File: config.mk
export PLATFORM = sky130hd
export DESIGN_NAME = mpeb_port_bus
export DESIGN_NICKNAME = d
export VERILOG_FILES = /design/src/pkg/mpeb_pkg.sv /design/src/logic/mpeb_port_bus.sv
export VERILOG_INCLUDE_DIRS = /design/src /design/src/pkg
export SDC_FILE = /design/constraint.sdc
export NUM_CORES = 1
export LEC_CHECK = 0
export ABC_AREA = 1
export BUFFER_PORTS_ARGS = -buffer_cell sky130_fd_sc_hd__buf_2
export CORE_MARGIN = 2
export CORE_UTILIZATION = 45
export CTS_CLUSTER_DIAMETER = 40
export DETAILED_ROUTE_END_ITERATION = 8
export PLACE_DENSITY = 0.78
export SYNTH_ARGS = -nofsm -noshare
export SYNTH_HDL_FRONTEND = slang
export SYNTH_SLANG_ARGS = --single-unit
File: constraint.sdc
create_clock -name clk -period 3.6 [get_ports clk]
set_input_delay 0.36 -clock clk [delete_from_list [all_inputs] [get_ports clk]]
set_output_delay 0.36 -clock clk [all_outputs]
set_load 0.01 [all_outputs]
File: src/pkg/mpeb_regs.svh
`ifndef MPEB_REGS_SVH
`define MPEB_REGS_SVH

// Program space and internal ROM window
`define MPEB_PC_WIDTH 12
`define MPEB_PROG_SPACE 4096
`define MPEB_INT_ROM_SIZE 12'h400
`define MPEB_ROM_WIDTH 10

// Machine cycle length in states
`define MPEB_STATES_PER_CYCLE 5

// Port widths and reset value
`define MPEB_PORT_WIDTH 8
`define MPEB_PORT_RESET 8'hff
`define MPEB_TEST_WIDTH 3

`endif

File: src/pkg/mpeb_pkg.sv
package mpeb_pkg;

    // Operations handed in by the core
    typedef enum logic [3:0] {
        OP_NOP = 4'h0,
        OP_FETCH = 4'h1,
        OP_BUS_OUT = 4'h2,
        OP_BUS_IN = 4'h3,
        OP_XDATA_RD = 4'h4,
        OP_XDATA_WR = 4'h5,
        OP_P1_WR = 4'h6,
        OP_P2_WR = 4'h7,
        OP_P1_RD = 4'h8,
        OP_P2_RD = 4'h9,
        OP_TEST_RD = 4'ha
    } mpeb_op_e;

    // States of one machine cycle
    typedef enum logic [4:0] {
        PH_ADDR = 5'b00001,
        PH_HOLD = 5'b00010,
        PH_XFER1 = 5'b00100,
        PH_XFER2 = 5'b01000,
        PH_DONE = 5'b10000
    } mpeb_phase_e;

endpackage

File: src/logic/mpeb_port_bus.sv
`timescale 1ns/1ns
`include "mpeb_regs.svh"
// Overview of operation
// RQ1 - Read strobe pulses on every bus read
// RQ2 - Write strobe pulses on every bus write
// RQ3 - Exactly one address latch pulse per cycle
// RQ4 - Address held valid across latch falling edge
// RQ5 - Fetch strobe only for external program fetches
// RQ6 - Force input sends every fetch outside
// RQ7 - 4096 space, above 1023 fetched externally
// RQ8 - General port outputs latched until rewritten
// RQ9 - General port inputs sampled only when read
// RQ10 - Weak pull-up, boost on one, sink zero
// RQ11 - Reset leaves general ports weakly high
// RQ12 - Bus is bidirectional with strobes otherwise
// RQ13 - Bus also latched output or plain input
// RQ14 - Latched output pulses write, input pulses read
// RQ15 - Data moves use read or write strobe
// RQ16 - Bus floats when no transfer in progress
// RQ17 - Three ports plus three test inputs
// RQ18 - External data space of 256 words
// RQ19 - Upper fetch address on port two nibble
// RQ20 - Low fetch address on bus, byte returned
// RQ21 - Reset floats bus, ports to input
// RQ22 - Machine cycle is five states
// RQ23 - Address, latch drop, float, then strobe
module mpeb_port_bus (
    input wire logic clk,
    input wire logic rst_n,
    input wire logic ce,
    input wire logic cmdValid,
    output logic cmdReady,
    input wire mpeb_pkg::mpeb_op_e cmdOp,
    input wire logic [11:0] cmdAddr,
    input wire logic [7:0] cmdData,
    output logic rspValid,
    output logic [7:0] rspData,
    output logic [9:0] romAddr,
    input wire logic [7:0] romData,
    input wire logic externalFetchForce,
    input wire logic [2:0] testIn,
    input wire logic [7:0] busIn,
    output logic [7:0] busOut,
    output logic busOe,
    output logic aleOut,
    output logic rdStrobeN,
    output logic wrStrobeN,
    output logic programFetchStrobeN,
    input wire logic [7:0] p1In,
    output logic [7:0] p1Out,
    output logic [7:0] p1Oe,
    input wire logic [7:0] p2In,
    output logic [7:0] p2Out,
    output logic [7:0] p2Oe
);
    import mpeb_pkg::*;

    // Does an operation need the bus lines
    function automatic logic takesBus(mpeb_op_e op, logic [11:0] a, logic ea);
        logic ext;
        ext = (op == OP_FETCH) && (ea || a >= `MPEB_INT_ROM_SIZE);
        takesBus = ext || op == OP_XDATA_RD || op == OP_XDATA_WR || op == OP_BUS_IN;
    endfunction

    logic rstMeta_q;
    logic rstSync_q;
    mpeb_phase_e phase_q;
    mpeb_phase_e phase_d;
    mpeb_op_e op_q;
    logic [11:0] addr_q;
    logic [7:0] data_q;
    logic ea_q;
    logic [7:0] busLatch_q;
    logic latchedDrive_q;
    logic [7:0] busOut_q;
    logic busOe_q;
    logic ale_q;
    logic rd_q;
    logic wr_q;
    logic program_fetch_strobe_n_q;
    logic rspValid_q;
    logic [7:0] rspData_q;
    logic [7:0] portLatch_q [2];
    logic [7:0] portBoost_q [2];

    // Reset release through two flops
    always_ff @(posedge clk or negedge rst_n) begin
        if (!rst_n) begin
            rstMeta_q <= 1'b0;
            rstSync_q <= 1'b0;
        end else begin
            rstMeta_q <= 1'b1;
            rstSync_q <= rstMeta_q;
        end
    end

    // Decode of the operation in flight
    // RQ6 RQ7 forced or high fetch
    wire extFetch = op_q == OP_FETCH && (ea_q || addr_q >= `MPEB_INT_ROM_SIZE);
    wire isXrd = op_q == OP_XDATA_RD;
    wire isXwr = op_q == OP_XDATA_WR;
    wire isBusIn = op_q == OP_BUS_IN;
    wire isBusOut = op_q == OP_BUS_OUT;
    wire usesAddr = extFetch || isXrd || isXwr;
    wire addrPh = phase_q == PH_ADDR || phase_q == PH_HOLD;
    wire xferPh = phase_q == PH_XFER1 || phase_q == PH_XFER2;
    wire takeCmd = ce && phase_q == PH_DONE;
    wire cmdOwnsBus = cmdValid && takesBus(cmdOp, cmdAddr, externalFetchForce);
    wire endOfCycle = phase_q == PH_DONE;

    // Commands only at the cycle boundary; ready is a handshake term
    assign cmdReady = rstSync_q && takeCmd;

    // RQ22 five states
    // Fixed walk keeps every cycle the same length
    always_comb begin
        unique case (phase_q)
            PH_ADDR: phase_d = PH_HOLD;
            PH_HOLD: phase_d = PH_XFER1;
            PH_XFER1: phase_d = PH_XFER2;
            PH_XFER2: phase_d = PH_DONE;
            default: phase_d = PH_ADDR;
        endcase
    end

    // Cycle state and captured command
    always_ff @(posedge clk or negedge rstSync_q) begin
        if (!rstSync_q) begin
            phase_q <= PH_DONE;
            op_q <= OP_NOP;
            addr_q <= 12'h000;
            data_q <= 8'h00;
            ea_q <= 1'b0;
        end else if (ce) begin
            phase_q <= phase_d;
            if (takeCmd) begin
                op_q <= cmdValid ? cmdOp : OP_NOP;
                addr_q <= cmdAddr;
                data_q <= cmdData;
                ea_q <= externalFetchForce;
            end
        end
    end

    // Pin values one state ahead of the flops
    // RQ23 address, float, strobe
    // RQ4 RQ12 RQ16 drive while transferring or while the latched output holds the bus
    // RQ18 eight-bit data address
    wire busOeD = (addrPh && usesAddr) || (xferPh && isXwr) || isBusOut || latchedDrive_q;
    wire [7:0] busOutD = (addrPh && usesAddr) ? addr_q[7:0] :
        (isXwr || isBusOut) ? data_q : busLatch_q;
    // RQ3 one latch pulse
    wire aleD = phase_q == PH_ADDR;
    // RQ1 read strobe
    // RQ15 data move strobes
    wire rdD = !(xferPh && (isBusIn || isXrd));
    // RQ2 write strobe
    // RQ14 latched output write
    wire wrD = !(xferPh && (isBusOut || isXwr));
    // RQ5 external fetch only
    wire psenD = !(xferPh && extFetch);

    // Registered pins avoid decode glitches on strobes
    always_ff @(posedge clk or negedge rstSync_q) begin
        if (!rstSync_q) begin
            busOut_q <= 8'h00;
            busOe_q <= 1'b0;
            ale_q <= 1'b0;
            rd_q <= 1'b1;
            wr_q <= 1'b1;
            program_fetch_strobe_n_q <= 1'b1;
        end else if (ce) begin
            busOut_q <= busOutD;
            busOe_q <= busOeD;
            ale_q <= aleD;
            rd_q <= rdD;
            wr_q <= wrD;
            program_fetch_strobe_n_q <= psenD;
        end
    end

    // RQ13 static latched output
    // Latch stays driven until something else needs the lines
    always_ff @(posedge clk or negedge rstSync_q) begin
        if (!rstSync_q) begin
            busLatch_q <= 8'h00;
            latchedDrive_q <= 1'b0;
        end else if (ce) begin
            if (phase_q == PH_XFER1 && isBusOut) begin
                busLatch_q <= data_q;
                latchedDrive_q <= 1'b1;
            end else if (takeCmd && cmdOwnsBus) begin
                latchedDrive_q <= 1'b0;
            end
        end
    end

    // RQ9 sample at read
    // RQ20 fetched byte
    // RQ17 test inputs
    wire [7:0] captureD = (extFetch || isXrd || isBusIn) ? busIn :
        (op_q == OP_FETCH) ? romData :
        (op_q == OP_P1_RD) ? p1In :
        (op_q == OP_P2_RD) ? p2In :
        (op_q == OP_TEST_RD) ? {5'h00, testIn} : 8'h00;

    // Capture while the strobe is still low; answer on the same edge that raises it
    always_ff @(posedge clk or negedge rstSync_q) begin
        if (!rstSync_q) begin
            rspValid_q <= 1'b0;
            rspData_q <= 8'h00;
        end else if (ce) begin
            rspValid_q <= endOfCycle && op_q != OP_NOP;
            if (endOfCycle) begin
                rspData_q <= captureD;
            end
        end
    end

    // RQ8 port latches
    // RQ11 reset high
    genvar g;
    for (g = 0; g < 2; g++) begin : genPort
        wire portWr = phase_q == PH_XFER1 && op_q == (g == 0 ? OP_P1_WR : OP_P2_WR);
        always_ff @(posedge clk or negedge rstSync_q) begin
            if (!rstSync_q) begin
                portLatch_q[g] <= `MPEB_PORT_RESET;
                portBoost_q[g] <= 8'h00;
            end else if (ce) begin
                portLatch_q[g] <= portWr ? data_q : portLatch_q[g];
                portBoost_q[g] <= portWr ? data_q : 8'h00;
            end
        end
    end

    // RQ10 quasi-bidirectional drive
    // Ones released to the weak pull-up after one boost state
    assign p1Out = portLatch_q[0];
    assign p1Oe = ~portLatch_q[0] | portBoost_q[0];
    // RQ19 upper fetch nibble
    assign p2Out = {portLatch_q[1][7:4], extFetch ? addr_q[11:8] : portLatch_q[1][3:0]};
    assign p2Oe = {~portLatch_q[1][7:4] | portBoost_q[1][7:4],
        extFetch ? 4'hf : ~portLatch_q[1][3:0] | portBoost_q[1][3:0]};

    // Internal ROM takes the low ten bits
    assign romAddr = addr_q[9:0];
    assign busOut = busOut_q;
    // RQ21 bus floats at reset
    assign busOe = busOe_q;
    assign aleOut = ale_q;
    assign rdStrobeN = rd_q;
    assign wrStrobeN = wr_q;
    assign programFetchStrobeN = program_fetch_strobe_n_q;
    assign rspValid = rspValid_q;
    assign rspData = rspData_q;
endmodule

==> out/metrics.cfg <==
[yosys]
synthArstFlopShare_pct = 100
ys_ff_latch = 95
netlist_area_um2 = 4700
synth_cell_types = 30
ys_warn_count = 0
syn_nets = 640
synthFlopType = dfrtp_1
synth_edf_count = 0
netlist_instances = 576
postSynthAreaPerCell_um2 = 8.16
ys_seq_area_share_pct = 51.1

[final_layout]
final_cell_mix = 197 x nand2_1, 128 x buf_2, 74 x dfrtp_1
drive_above_1_share_pct = 28.7
multi_input_area_um2 = 1780
final_nets = 741
fillerInstances = 1004
area_growth_pct = 16.6
antennaDiodeCount = 0
layout_commonest_cell = nand2_1
ff_latch_area_um2 = 2410
final_area_um2 = 5480

[global_routing]
antenna_found_initial = 1
grt_pass1_vias = 4080
grt_pass1_wl_um = 18700
overflow = 0
grt_max_degree = 69
gr-usage-all-layers_pct = 20.7

[floorplan]
die_h_um = 106
die_area_um2 = 11300
start_util_pct = 45.9
fp.coreArea_um2 = 10200
die_w_um = 106
rows = 37
num_io_pins = 129

[timing]
slew_violations = 0
rsz0062_at_grt = no
period_share_pct = 60.0
hold_viol_final = 0
max-slew-margin-rel_pct = 39.5
fin_crit_ns = 2.16
worst_slew_pin_slew_ns = 0.907
finClkSkew_ns = 0.00566
max_freq_ghz = 0.463
setup-violations-final = 0
fin_setup_tns_ns = 0

[cts]
cts_tree = done
root_buffer = clkbuf_8
clkTransAtPathRegs_ns = 0.09
postCtsSetupBuffers = 0
cts-buffers-inserted = 9
ctsLongestPathBuffers = 2
h-tree-depth = 3
cts_resized = 0
clock_sinks = 95
ctsHoldBuffers = 1
insertion_delay_ns = 0.35

[route]
drcViolationCount = 0
ant_nets = 0
first_pass_iters = 4
post_drt_via_cell_ratio = 4.95
wirelength_um = 11200
drtIter0Drc = 308
num_vias = 4047
wl_per_cell_um = 13.6

[job]
maxCapViolCount = 0

[place]
port_buffers = 128
placed_area_um2 = 5250
finalWeightedCongestion = 0.846
hpwl_um = 8280

[setup_path]
end_kind = primary output
path_max_fanout = 12
max_stage_delay_ns = 0.44
arrival_ns = 1.80
crit_chain = inv_2 -> nand2_4 -> nor2_8 -> nand2_4 -> inv_1 -> nand2_1 -> nand2_1 -> buf_2
worstPathRequired_ns = 3.24
slowest_stage = dfrtp_1
r2r_start = phase_q[2]
cp-start-kind = flop
crit_type = reg -> out
crit_start = op_q[1]
r2r.worst_path.cells = 7
worstReg2RegEnd = busOut[6]
r2r_setup_slack_ns = 1.56

[worst_hold_path]
holdCritStartpoint = cmdAddr[8]
hold_path.class = in -> reg
whs_endpoint = addr_q[8]
hold_path_depth = 3

[power_and_ir_drop]
p_leak_nw = 2.93
p_per_area_nw_per_um2 = 553
vdd_ir_drop_max_mv = 0.209

[outcome]
status = finished, final reports clean

-- per-stage QoR --
step                      cells  util (%)  power, mW  hold WS, ns  setup slack (ns)
final                       818      53.6       3.03        0.210              1.44
after global routing        818      53.6       3.24        0.202              1.32
after global placement      801      51.3       2.26        0.147              1.60
after floorplan             576         -       2.06       0.0644             0.590
after detailed placement    801      51.3       2.29        0.148              1.55
after CTS                   818      53.6       3.06        0.203              1.44
-- how the worst max path moves through the flow --
stage / end / cells past startpoint / slack [ns]
after floorplan: cmdReady / 2 / 0.59
after global placement: busOut[3] / 7 / 1.60
after detailed placement: op_q[1] / 6 / 1.55
after CTS: p2Out[0] / 8 / 1.44
after global routing: p2Out[0] / 8 / 1.32
final: p2Out[0] / 8 / 1.44
-- cells in the mapped netlist, types with 2 or more instances --
master    count  area (um^2)
a21oi_1       7         35.0
nor2_8        2         40.0
buf_4        27          203
nand2_2       6         37.5
nor2_4        2         22.5
o21ai_0      26          130
clkbuf_1      4         15.0
buf_2         9         45.0
nor2_1       32          120
nand3b_1      9         67.6
dfstp_2      20          526
nand2_4       5         56.3
a31oi_1       2         12.5
or2_2         2         12.5
inv_2         7         26.3
nand3_1      34          170
inv_1        56          210
nand2_1     197          739
nand3_4       2         35.0
dfrtp_1      75         1880
o22ai_1      16          100
buf_6         2         22.5
o31ai_1       2         15.0
o21ai_1      26          130
-- power by group --
part           leakage, nW  internal (mW)  switching (mW)
clock                0.110          0.394           0.378
sequential            1.16           1.28           0.137
combinational         1.66          0.283           0.567
-- cell type report --
cell class / count / share of cell area [%]
clock buffers: 9 / 2.26
multi-input cells: 376 / 32.4
repair buffers: 132 / 12.3
flip-flops and latches: 95 / 43.9
well taps: 136 / 3.10
inverters: 63 / 4.31
clock inverters: 7 / 1.73
-- cell families after synthesis --
family	count (synthesis)	share of synthesized area (%)
flops	95	51.1
simple gates	294	28.4
other cells	1	0.0798
buf+inv	105	11.1
compound gates	81	9.32
-- critical path, delay by kind of cell (launching register included) --
family | cells | cell delay, ns
buffers and inverters | 3 | 0.44
flip-flops | 1 | 0.44
AND/OR/NAND/NOR | 5 | 0.56
-- metal layers --
layer	track usage [%]	vias up	share of wire, %
met5	0	-	0.099
met1	26.1	1893	43
li1	-	1994	-
met3	4.23	16	5.9
met2	35.8	142	49
met4	6.48	2	1.6
-- sequential cells by signal (all words and copies together) (netlist names), 4 cells and up --
name	cells
addr_q	12
p2Out	4
portLatch_q	4
data_q	8
busOut	8
rspData	8
portBoost_q	16
p1Out	8
op_q	4
busLatch_q	8
phase_q	5
No activity file was read; power rests on OpenSTA's default activity.
